<file path="config.mk">
export PLATFORM = sky130hd
export DESIGN_NAME = asg_top
export DESIGN_NICKNAME = d
export VERILOG_FILES = /design/src/rtl/asg_pkg.sv /design/src/rtl/asg_if.sv /design/src/rtl/asg_param_mem.sv /design/src/rtl/asg_sine_lut.sv /design/src/rtl/asg_top.sv
export SDC_FILE = /design/constraint.sdc
export NUM_CORES = 2
export LEC_CHECK = 0
export BUFFER_PORTS_ARGS = -buffer_cell sky130_fd_sc_hd__buf_2
export CAP_MARGIN = 25
export CORE_MARGIN = 2
export CORE_UTILIZATION = 60
export DETAILED_ROUTE_END_ITERATION = 7
export GPL_TIMING_DRIVEN = 0
export PLACE_DENSITY = 0.84
export SYNTH_ARGS = -nofsm -noshare
export SYNTH_HDL_FRONTEND = slang
export SYNTH_SLANG_ARGS = --single-unit
</file>
<file path="constraint.sdc">
create_clock -name clk_i -period 30.3 [get_ports clk_i]
set_input_delay 3.03 -clock clk_i [delete_from_list [all_inputs] [get_ports clk_i]]
set_output_delay 3.03 -clock clk_i [all_outputs]
set_load 0.05 [all_outputs]
</file>
<file path="src/rtl/asg_pkg.sv">
// package: constants, types and helpers of the angle-synced sine generator
package asg_pkg;
  localparam int CLK_NS = 100;
  localparam int SAMPLE_NS = 100000;
  localparam int SAMPLE_CYC = SAMPLE_NS / CLK_NS;
  localparam int DIV_W = 10;
  localparam logic [DIV_W-1:0] DIV_LAST = DIV_W'(SAMPLE_CYC - 1);
  localparam int NCH = 8;
  localparam logic [3:0] CNT_MIN = 4'h1;
  localparam logic [3:0] CNT_MAX = 4'h8;
  localparam logic [3:0] CNT_ENC = 4'h2;
  localparam logic [2:0] CH_LAST = 3'h7;
  localparam logic [2:0] CH_COS = 3'h1;
  localparam logic [6:0] PP_MIN = 7'h01;
  localparam logic [6:0] PP_MAX = 7'h40;
  localparam logic [15:0] SLEW_MAX = 16'h03E8;
  localparam longint PHASE_FULL = 64'h1_0000_0000;
  localparam longint DEG_TURN = 360;
  localparam longint NS_PER_S = 1000000000;
  localparam logic [15:0] SLEW_SCALE = 16'(PHASE_FULL * SAMPLE_NS / (DEG_TURN * NS_PER_S));
  localparam logic [15:0] QUARTER = 16'h4000;
  localparam logic [7:0] A_CTRL = 8'h00;
  localparam logic [7:0] A_GROUP = 8'h04;
  localparam logic [7:0] A_BSIN = 8'h08;
  localparam logic [7:0] A_BCOS = 8'h0C;
  localparam logic [7:0] A_STAT = 8'h10;
  localparam int CHAN_BIT = 7;
  localparam int MODE_LSB = 0;
  localparam int MODE_W = 2;
  localparam int SRC_BIT = 2;
  localparam int CNT_LSB = 4;
  localparam int CNT_W = 4;
  localparam int PP_LSB = 8;
  localparam int PP_W = 7;
  localparam int ST_CH_LSB = 1;
  localparam int ST_ANG_LSB = 16;
  localparam logic [1:0] F_LEVEL = 2'h0;
  localparam logic [1:0] F_GAIN = 2'h1;
  localparam logic [1:0] F_PHASE = 2'h2;
  localparam logic [1:0] F_SLEW = 2'h3;
  localparam int LUT_FRAC_W = 9;
  localparam logic [5:0] LUT_LAST = 6'h20;
  localparam logic [14:0] LUT_QSPAN = 15'h4000;
  localparam logic signed [17:0] SAT_HI = 18'sh07FFF;
  localparam logic signed [17:0] SAT_LO = 18'sh38000;

  typedef enum logic [1:0] {
    MODE_DIRECT = 2'h0,
    MODE_SINE = 2'h1,
    MODE_ENC = 2'h2
  } asg_mode_e;

  typedef enum logic [5:0] {
    ST_IDLE = 6'h01,
    ST_RD = 6'h02,
    ST_CAP = 6'h04,
    ST_CALC = 6'h08,
    ST_MUL = 6'h10,
    ST_DONE = 6'h20
  } asg_state_e;

  localparam asg_mode_e MODE_RST = MODE_DIRECT;
  localparam logic [3:0] CNT_RST = CNT_MAX;
  localparam logic [6:0] PP_RST = PP_MIN;

  // first quadrant of a sine, 33 points, full scale 16'h7FFF
  localparam logic [15:0] SIN_TAB [0:32] = '{
    16'h0000, 16'h0648, 16'h0C8C, 16'h12C8, 16'h18F9, 16'h1F1A, 16'h2528, 16'h2B1F,
    16'h30FB, 16'h36BA, 16'h3C56, 16'h41CE, 16'h471C, 16'h4C3F, 16'h5133, 16'h55F5,
    16'h5A82, 16'h5ED7, 16'h62F1, 16'h66CF, 16'h6A6D, 16'h6DC9, 16'h70E2, 16'h73B5,
    16'h7641, 16'h7884, 16'h7A7C, 16'h7C29, 16'h7D89, 16'h7E9C, 16'h7F61, 16'h7FD8,
    16'h7FFF};

  function automatic logic [15:0] merge16(input logic [15:0] old, input logic [31:0] wd,
                                          input logic [3:0] sel);
    merge16 = old;
    if (sel[0]) begin
      merge16[7:0] = wd[7:0];
    end
    if (sel[1]) begin
      merge16[15:8] = wd[15:8];
    end
  endfunction : merge16

  function automatic logic [15:0] sat16(input logic signed [17:0] v);
    if (v > SAT_HI) begin
      sat16 = SAT_HI[15:0];
    end else if (v < SAT_LO) begin
      sat16 = SAT_LO[15:0];
    end else begin
      sat16 = v[15:0];
    end
  endfunction : sat16

  function automatic logic chan_on(input logic [2:0] ch, input asg_mode_e m,
                                   input logic [3:0] cnt);
    chan_on = ({1'b0, ch} < ((m == MODE_ENC) ? CNT_ENC : cnt));
  endfunction : chan_on
endpackage : asg_pkg

</file>
<file path="src/rtl/asg_if.sv">
// interfaces: parameter memory ports and sine lookup ports
interface asg_mem_if;
  logic we;
  logic [1:0] wbe;
  logic [4:0] waddr;
  logic [15:0] wdata;
  logic [4:0] raddr_a;
  logic [15:0] rdata_a;
  logic [4:0] raddr_b;
  logic [15:0] rdata_b;
  modport master(output we, wbe, waddr, wdata, raddr_a, raddr_b, input rdata_a, rdata_b);
  modport slave(input we, wbe, waddr, wdata, raddr_a, raddr_b, output rdata_a, rdata_b);
endinterface : asg_mem_if

interface asg_lut_if;
  logic [15:0] phase;
  logic [15:0] value;
  modport master(output phase, input value);
  modport slave(input phase, output value);
endinterface : asg_lut_if

</file>
<file path="src/rtl/asg_param_mem.sv">
// per-channel parameter memory: one write port, two registered read ports
module asg_param_mem
  import asg_pkg::*;
(
  input wire logic clk_i,
  input wire logic rst_i,
  asg_mem_if.slave bus
);
  typedef struct packed {
    logic [31:0][15:0] mem;
    logic [15:0] ra;
    logic [15:0] rb;
  } asg_mem_s;

  asg_mem_s s;
  asg_mem_s n;

  always_comb begin
    n = s;
    n.ra = s.mem[bus.raddr_a];
    n.rb = s.mem[bus.raddr_b];
    if (bus.we) begin
      n.mem[bus.waddr] = merge16(s.mem[bus.waddr], {16'h0000, bus.wdata}, {2'h0, bus.wbe});
    end
  end

  always_ff @(posedge clk_i) begin
    if (rst_i) begin
      s <= '0;
    end else begin
      s <= n;
    end
  end

  assign bus.rdata_a = s.ra;
  assign bus.rdata_b = s.rb;
endmodule : asg_param_mem

</file>
<file path="src/rtl/asg_sine_lut.sv">
// interpolated sine lookup, one cycle from phase to value
module asg_sine_lut
  import asg_pkg::*;
(
  input wire logic clk_i,
  input wire logic rst_i,
  asg_lut_if.slave bus
);
  typedef struct packed {
    logic [15:0] value;
  } asg_lut_s;

  asg_lut_s s;
  asg_lut_s n;
  logic [14:0] idx;
  logic [5:0] i0;
  logic [5:0] i1;
  logic [31:0] step;
  logic [15:0] mag;

  always_comb begin
    n = s;
    // odd quadrants run the table backwards
    idx = bus.phase[14] ? (LUT_QSPAN - {1'b0, bus.phase[13:0]}) : {1'b0, bus.phase[13:0]};
    i0 = idx[14:LUT_FRAC_W];
    i1 = (i0 == LUT_LAST) ? LUT_LAST : i0 + 6'h01;
    step = 32'(SIN_TAB[i1] - SIN_TAB[i0]) * 32'(idx[LUT_FRAC_W-1:0]);
    mag = SIN_TAB[i0] + 16'(step >> LUT_FRAC_W);
    n.value = bus.phase[15] ? 16'(-mag) : mag;
  end

  always_ff @(posedge clk_i) begin
    if (rst_i) begin
      s <= '0;
    end else begin
      s <= n;
    end
  end

  assign bus.value = s.value;
endmodule : asg_sine_lut

</file>
<file path="src/rtl/asg_top.sv">
// angle-synced sine generator: wishbone registers, sequencer and outputs
module asg_top
  import asg_pkg::*;
(
  input wire logic clk_i,
  input wire logic rst_i,
  input wire logic wb_cyc_i,
  input wire logic wb_stb_i,
  input wire logic wb_we_i,
  input wire logic [7:0] wb_adr_i,
  input wire logic [3:0] wb_sel_i,
  input wire logic [31:0] wb_dat_i,
  output logic [31:0] wb_dat_o,
  output logic wb_ack_o,
  input wire logic [15:0] actual_rotor_angle_i,
  output logic [NCH-1:0][15:0] chan_level_o,
  output logic sample_strobe_o
);

  ////////////////////////////////////////////////////////////////////////////
  // state

  typedef struct packed {
    asg_state_e st;
    logic [2:0] ch;
    logic [1:0] fld;
    logic [3:0][15:0] par;
    logic [NCH-1:0][31:0] applied;
    logic [NCH-1:0][15:0] res;
    logic [NCH-1:0][15:0] out;
    logic strobe;
    logic [DIV_W-1:0] div;
    logic tick_pend;
    asg_mode_e mode;
    logic src;
    logic [3:0] count;
    logic [6:0] pp;
    logic [15:0] group_phase_offset;
    logic [15:0] encoder_sin_bias;
    logic [15:0] encoder_cos_bias;
    logic wb_wait;
    logic ack;
    logic [31:0] dat;
  } asg_top_s;

  asg_top_s s;
  asg_top_s n;

  asg_mem_if mem_bus();
  asg_lut_if lut_bus();

  logic req;
  logic mem_we;
  logic [15:0] ctrl16;
  logic [15:0] wv;
  logic [31:0] rdat;
  logic [3:0] cv;
  logic [6:0] pv;
  logic [31:0] tgt;
  logic [31:0] diff;
  logic [31:0] dmag;
  logic [31:0] step;
  logic [15:0] rate;
  logic [31:0] app;
  logic [15:0] theta;
  logic signed [32:0] prod;
  logic signed [17:0] enc_sum;
  logic [15:0] sample;

  ////////////////////////////////////////////////////////////////////////////
  // leaves

  asg_param_mem u_mem (
    .clk_i(clk_i),
    .rst_i(rst_i),
    .bus(mem_bus.slave)
  );

  asg_sine_lut u_lut (
    .clk_i(clk_i),
    .rst_i(rst_i),
    .bus(lut_bus.slave)
  );

  assign mem_bus.raddr_a = {s.ch, s.fld};
  assign mem_bus.raddr_b = wb_adr_i[6:2];
  assign mem_bus.waddr = wb_adr_i[6:2];
  assign mem_bus.wdata = wb_dat_i[15:0];
  assign mem_bus.wbe = wb_sel_i[1:0];
  assign mem_bus.we = mem_we;
  assign lut_bus.phase = theta;

  ////////////////////////////////////////////////////////////////////////////
  // next state

  always_comb begin
    n = s;
    n.strobe = 1'b0;
    n.ack = 1'b0;
    n.wb_wait = 1'b0;
    mem_we = 1'b0;
    rdat = '0;
    wv = '0;
    cv = '0;
    pv = '0;
    tgt = '0;
    diff = '0;
    dmag = '0;
    step = '0;
    rate = '0;
    app = '0;
    theta = '0;
    prod = '0;
    enc_sum = '0;
    sample = '0;

    ctrl16 = '0;
    ctrl16[MODE_LSB +: MODE_W] = s.mode;
    ctrl16[SRC_BIT] = s.src;
    ctrl16[CNT_LSB +: CNT_W] = s.count;
    ctrl16[PP_LSB +: PP_W] = s.pp;

    // bus: first cycle waits for the memory read, second answers
    req = wb_cyc_i & wb_stb_i & ~s.ack;
    if (req & ~s.wb_wait) begin
      n.wb_wait = 1'b1;
    end else if (req) begin
      n.ack = 1'b1;
      if (wb_adr_i[CHAN_BIT]) begin
        // registers of inactive channels read zero and ignore writes
        if (chan_on(wb_adr_i[6:4], s.mode, s.count)) begin
          rdat = {16'h0000, mem_bus.rdata_b};
          mem_we = wb_we_i;
        end
      end else if (wb_adr_i == A_CTRL) begin
        rdat = {16'h0000, ctrl16};
        if (wb_we_i) begin
          wv = merge16(ctrl16, wb_dat_i, wb_sel_i);
          if (wv[MODE_LSB +: MODE_W] == MODE_SINE) begin
            n.mode = MODE_SINE;
          end else if (wv[MODE_LSB +: MODE_W] == MODE_ENC) begin
            n.mode = MODE_ENC;
          end else begin
            n.mode = MODE_DIRECT;
          end
          n.src = wv[SRC_BIT];
          cv = wv[CNT_LSB +: CNT_W];
          if (cv < CNT_MIN) begin
            cv = CNT_MIN;
          end else if (cv > CNT_MAX) begin
            cv = CNT_MAX;
          end
          n.count = cv;
          pv = wv[PP_LSB +: PP_W];
          if (pv < PP_MIN) begin
            pv = PP_MIN;
          end else if (pv > PP_MAX) begin
            pv = PP_MAX;
          end
          n.pp = pv;
        end
      end else if (wb_adr_i == A_GROUP) begin
        rdat = {16'h0000, s.group_phase_offset};
        if (wb_we_i) begin
          n.group_phase_offset = merge16(s.group_phase_offset, wb_dat_i, wb_sel_i);
        end
      end else if (wb_adr_i == A_BSIN) begin
        rdat = {16'h0000, s.encoder_sin_bias};
        if (wb_we_i) begin
          n.encoder_sin_bias = merge16(s.encoder_sin_bias, wb_dat_i, wb_sel_i);
        end
      end else if (wb_adr_i == A_BCOS) begin
        rdat = {16'h0000, s.encoder_cos_bias};
        if (wb_we_i) begin
          n.encoder_cos_bias = merge16(s.encoder_cos_bias, wb_dat_i, wb_sel_i);
        end
      end else if (wb_adr_i == A_STAT) begin
        rdat[0] = (s.st != ST_IDLE);
        rdat[ST_CH_LSB +: 3] = s.ch;
        rdat[ST_ANG_LSB +: 16] = actual_rotor_angle_i;
      end
      n.dat = wb_we_i ? '0 : rdat;
    end

    // sequencer: walks all channels once per sample tick
    case (s.st)
      ST_IDLE: begin
        if (s.tick_pend) begin
          n.tick_pend = 1'b0;
          n.ch = '0;
          n.fld = F_LEVEL;
          n.st = ST_RD;
        end
      end
      ST_RD: begin
        n.st = ST_CAP;
      end
      ST_CAP: begin
        n.par[s.fld] = mem_bus.rdata_a;
        if (s.fld == F_SLEW) begin
          n.st = ST_CALC;
        end else begin
          n.fld = s.fld + 2'h1;
          n.st = ST_RD;
        end
      end
      ST_CALC: begin
        // fractional accumulator: one degree per second is far below one lsb per sample
        tgt = {s.par[F_PHASE], 16'h0000};
        rate = (s.par[F_SLEW] > SLEW_MAX) ? SLEW_MAX : s.par[F_SLEW];
        step = 32'(rate) * 32'(SLEW_SCALE);
        // modular difference takes the short way round the circle
        diff = tgt - s.applied[s.ch];
        dmag = diff[31] ? 32'(-diff) : diff;
        if (rate == 16'h0000 || dmag <= step) begin
          app = tgt;
        end else if (diff[31]) begin
          app = s.applied[s.ch] - step;
        end else begin
          app = s.applied[s.ch] + step;
        end
        n.applied[s.ch] = app;
        // electrical angle wraps modulo one turn, so the low bits suffice
        theta = 16'(s.pp * actual_rotor_angle_i) + app[31:16];
        if (s.src) begin
          theta = theta + s.group_phase_offset;
        end
        if (s.mode == MODE_ENC && s.ch == CH_COS) begin
          theta = theta + QUARTER;
        end
        n.st = ST_MUL;
      end
      ST_MUL: begin
        prod = $signed({1'b0, s.par[F_GAIN]}) * $signed(lut_bus.value);
        sample = prod[31:16];
        if (!chan_on(s.ch, s.mode, s.count)) begin
          n.res[s.ch] = '0;
        end else if (s.mode == MODE_DIRECT) begin
          n.res[s.ch] = s.par[F_LEVEL];
        end else if (s.mode == MODE_ENC) begin
          enc_sum = 18'($signed(sample)) + 18'($signed(
                    (s.ch == CH_COS) ? s.encoder_cos_bias : s.encoder_sin_bias));
          n.res[s.ch] = sat16(enc_sum);
        end else begin
          n.res[s.ch] = sample;
        end
        if (s.ch == CH_LAST) begin
          n.st = ST_DONE;
        end else begin
          n.ch = s.ch + 3'h1;
          n.fld = F_LEVEL;
          n.st = ST_RD;
        end
      end
      ST_DONE: begin
        // all channels change together so a group shift lands in one sample
        n.out = s.res;
        n.strobe = 1'b1;
        n.st = ST_IDLE;
      end
      default: begin
        n.st = ST_IDLE;
      end
    endcase

    // sample-rate divider; placed last so a tick is never lost to the clear above
    if (s.div == DIV_LAST) begin
      n.div = '0;
      n.tick_pend = 1'b1;
    end else begin
      n.div = s.div + 1'b1;
    end
  end

  ////////////////////////////////////////////////////////////////////////////
  // registers

  always_ff @(posedge clk_i) begin
    if (rst_i) begin
      s <= '0;
      s.st <= ST_IDLE;
      s.mode <= MODE_RST;
      s.count <= CNT_RST;
      s.pp <= PP_RST;
    end else begin
      s <= n;
    end
  end

  assign wb_dat_o = s.dat;
  assign wb_ack_o = s.ack;
  assign chan_level_o = s.out;
  assign sample_strobe_o = s.strobe;
endmodule : asg_top

</file>
==> parameters.txt <==
Parameter                              Value

Setup path
  Delay contributed by the slowest stage of the critical path    slightly above 0.8 ns
  Critical path startpoint category    register
  Required arrival time at the worst endpoint    ~30 ns
  Startpoint of the most critical register-to-register path    mem_bus.raddr_a[3]$_SDFFE_PP0P_
  Buffer and inverter count on the worst path    19
  Gate family responsible for the most delay along the worst path    compound AO/OA/AOI/OAI gates
  Top fanout value on the critical path    19
  Cell at the slowest stage of the critical path    buf_1
  CP dominant cell by count    ha_1
  R2R depth    roughly 120
  Setup slack of the worst register-to-register path    1.32 ns
  Category of the critical setup timing path    register to register
  Kind of end point of the critical path    register
  Arrival time of the worst setup path    approximately 30 ns
  Destination of the worst register-to-register timing path    u_lut.bus.value[15]$_SDFF_PP0_

Worst hold path
  Number of cells on the worst hold path    1
  Beginning of the worst hold path    s[33]$_SDFF_PP0_
  Path type of the worst min-delay path    register to register
  Endpoint of the worst hold path    s[33]$_SDFF_PP0_

Routing
  Met3 wire length    between 40,000 and 50,000 um
  Detailed router's first-iteration violation count    11.3k
  Number of antenna-violating nets in the routed design    0
  Routed length on met2    between 150,000 and 200,000 um
  Met1 routed wirelength after detailed routing    roughly 120,000 um
  Detailed-router iteration count before antenna repair    8
  Top routing layer used    met5
  Wire length per cell    slightly below 30 um
  DR DRC count    0
  Via count    about 83k
  Detailed-route vias per instance    approximately 6.5
  Final wirelength    ~370,000 um

Timing
  Final max-slew violation count    0
  Worst setup slack after layout    roughly 1.3 ns
  Post-layout min period    28.98 ns
  Worst slew margin relative to its limit    0.119
  Sum of negative setup slack    0 ns
  Number of setup violations in the final report    0
  Worst slew pin tran    approximately 1.3 ns
  Max Freq    around 0.035 GHz
  Part of the cycle the worst path needs    0.957
  Clock tree skew after final layout    between 0.03 and 0.04 ns
  Number of hold violations in the final report    0

Power
  Comb pwr share    0.081
  Clock network power share    0.462
  VDD IR max    approximately 0.06 mV
  Switching Fraction    0.263
  Seq pwr share    0.456
  Power dissipated by switching net loads    around 950 uW
  Power per unit of standard cell area    about 38 nW/um^2
  Internal power contribution    around 2.7 mW
  Standby leakage power    ~37 nW

Synthesis
  Avg Cell Area, Syn    ~8.3 sq um
  Post-synthesis sequential area ratio    0.296
  Cell types with the largest area share after synthesis    dfxtp_1, nand2_1, fa_1, mux4_2, a21oi_1
  Count of flip-flops with a built-in enable after synthesis    0
  Area of the mapped netlist    roughly 85,000 sq um
  Commonest cells in the synthesized netlist    nand2_1, dfxtp_1, a21oi_1
  Post-Synthesis Cells    between 10k and 15k
  Number of distinct library cells after synthesis    between 100 and 150
  Register bit total from synthesis    approximately 1.3k
  Area share of the largest cell type after synthesis    0.296
  Number of synthesis warnings    0
  Cell type contributing the most total cell area after synthesis    dfxtp_1
  Async set-or-reset flop fraction in the synthesized netlist    0
  Post-synth top flop    dfxtp_1
  Most frequent cell after synthesis    nand2_1

CTS
  Clock transition at the register clock pins on the worst setup and hold paths after CTS    0.06 ns
  CTS hold repair buffers    0
  Longest Clk Path Bufs    3
  Clock tree from TritonCTS    yes
  Skew-Pair Late Insertion Delay    around 0.83 ns
  Number of buffers created by CTS    around 130
  Maximum level of the CTS H-tree    4
  Clk sink count    1,255
  Root Driver    clkbuf_16

Global routing
  Tot GR Track Use    0.501
  Final global-route overflow total    0
  Global-route wire length before repair    ~530,000 um
  Via count of the first global-routing pass    80.8k
  Maximum number of pins on one net before global-route repair    17
  Initial antenna violation count    35

Cells and area
  Non-filler cells, final    about 13k
  Area growth syn-to-layout    11.6%
  NumNets Final    about 12k
  Share of final-layout standard cells stronger than drive strength 1    0.113
  Post-route standard cell area excluding fillers    94,800 sq um

Run
  Max cap viols    0

Die
  Die extent in y    approximately 380 um
  Area of the core region    141,000 sq um
  Die width    around 380 um
  Total die area    about 140,000 sq um
  Initial Util    0.602
  Number of ports placed on the die boundary    about 230
  Site Rows    roughly 140

Status
  Status    complete, no violations

Placement
  Worst Setup Slack post-DPL    -3.13 ns
  Placed instance count    12.5k
  Number of buffers inserted by port buffering    between 200 and 250
  Cell area reported after detailed placement    approximately 90,000 sq um
  GP Congestion    between 1 and 1.5
  Final HPWL from detailed placement    approximately 280,000 um
==> layout by cell type (no fill, tap or decap), types with 193 or more instances in the layout <==
cell,netlist,final
buf_4,167,193
dfxtp_1,1255,1255
ha_1,423,421
mux4_2,278,278
inv_1,756,755
a21oi_1,1119,1118
buf_2,11,226
a211oi_1,224,221
o21ai_0,210,207
nor2_1,627,622
fa_1,418,418
nand2_1,2267,2266
clkbuf_1,574,576
==> power by group through the flow <==
stage | clock network, mW | registers (mW) | logic, mW
6_report | 1.67 | 1.65 | 0.295
4_1_cts | 1.66 | 1.65 | 0.272
5_1_grt | 1.72 | 1.65 | 0.304
3_5_place_dp | 0 | 1.69 | 0.271
3_3_place_gp | 0 | 1.69 | 0.258
2_1_floorplan | 0 | 1.69 | 0.163
==> what timing repair did <==
action	CTS	global route
setup endpoints to repair	15	9
setup buffers	1	10
pin swaps	1	8
resized for setup	29	50
gates cloned	0	1
==> metrics by stage <==
stage	total power [mW]	hold WS, ns	util
detailed placement	1.96	0.443	0.636
global placement	1.95	0.426	0.626
CTS	3.58	0.448	0.668
global route	3.68	0.467	0.671
finish	3.62	0.451	0.672
floorplan	1.85	0.413	-
==> final cells by class <==
| class | instances | area, sq um |
|---|---|---|
| Multi-Input combinational cell | 7462 | 53400 |
| Fill cell | 11508 | 46300 |
| Sequential cell | 1255 | 25100 |
| Clock buffer | 192 | 3840 |
| Buffer | 808 | 3830 |
| Inverter | 761 | 2860 |
| Timing Repair Buffer | 328 | 2710 |
| Tap cell | 1890 | 2360 |
| Clock inverter | 41 | 527 |
| Antenna cell | 23 | 57.6 |
==> logic make-up (layout without fill, tap and decap cells) <==
logic type | after synthesis | count (layout) | share of synthesized area
xor gates and xnor gates | 249 | 249 | 0.0262
buffers and inverters | 1573 | 2130 | 0.0783
DFF | 1255 | 1255 | 0.296
muxes | 391 | 391 | 0.0900
AOI/OAI and AO/OA | 2165 | 2165 | 0.156
adders and majority gates | 842 | 842 | 0.161
other | 1 | 53 | 0.0000442
and+or+nand+nor | 3784 | 3785 | 0.193
==> metal layers <==
metal / up-vias / track usage
li1: 35611 / -
met1: 39565 / 0.572
met2: 6157 / 0.745
met3: 1844 / 0.164
met4: 18 / 0.461
met5: - / 0
==> registers in the layout, summed over array words and instances (netlist names), 14 cells and up <==
register / count
wb_dat_o: 32
u_lut.bus.value: 16
s: 514
ctrl16: 14
u_mem.bus.rdata_b: 16
u_mem.s: 512
u_mem.bus.rdata_a: 16
chan_level_o: 128
==> worst reg2reg max path, delay by kind of cell (launching register included) <==
kind                       cells  cell delay [ns]
AOI/OAI and AO/OA             43             9.66
xor gates and xnor gates       6             1.65
adders and majority gates     16             6.74
buffers and inverters         19             4.34
DFF                            1             0.39
muxes                          1             0.21
and+or+nand+nor               30             5.77
==> worst max path at each step <==
stage	startpoint	endpoint	slack [ns]	cells past startpoint
after floorplan	mem_bus.raddr_a[3]$_SDFFE_PP0P_	u_lut.bus.value[15]$_SDFF_PP0_	4.86	127
after global routing	mem_bus.raddr_a[3]$_SDFFE_PP0P_	u_lut.bus.value[15]$_SDFF_PP0_	-0.04	119
after CTS	mem_bus.raddr_a[3]$_SDFFE_PP0P_	u_lut.bus.value[15]$_SDFF_PP0_	0.08	129
final	mem_bus.raddr_a[3]$_SDFFE_PP0P_	u_lut.bus.value[15]$_SDFF_PP0_	1.32	115
after detailed placement	mem_bus.raddr_a[3]$_SDFFE_PP0P_	u_lut.bus.value[15]$_SDFF_PP0_	-3.13	120
after global placement	mem_bus.raddr_a[3]$_SDFFE_PP0P_	u_lut.bus.value[15]$_SDFF_PP0_	-3.93	117
Power figures use the tool's default switching activity.
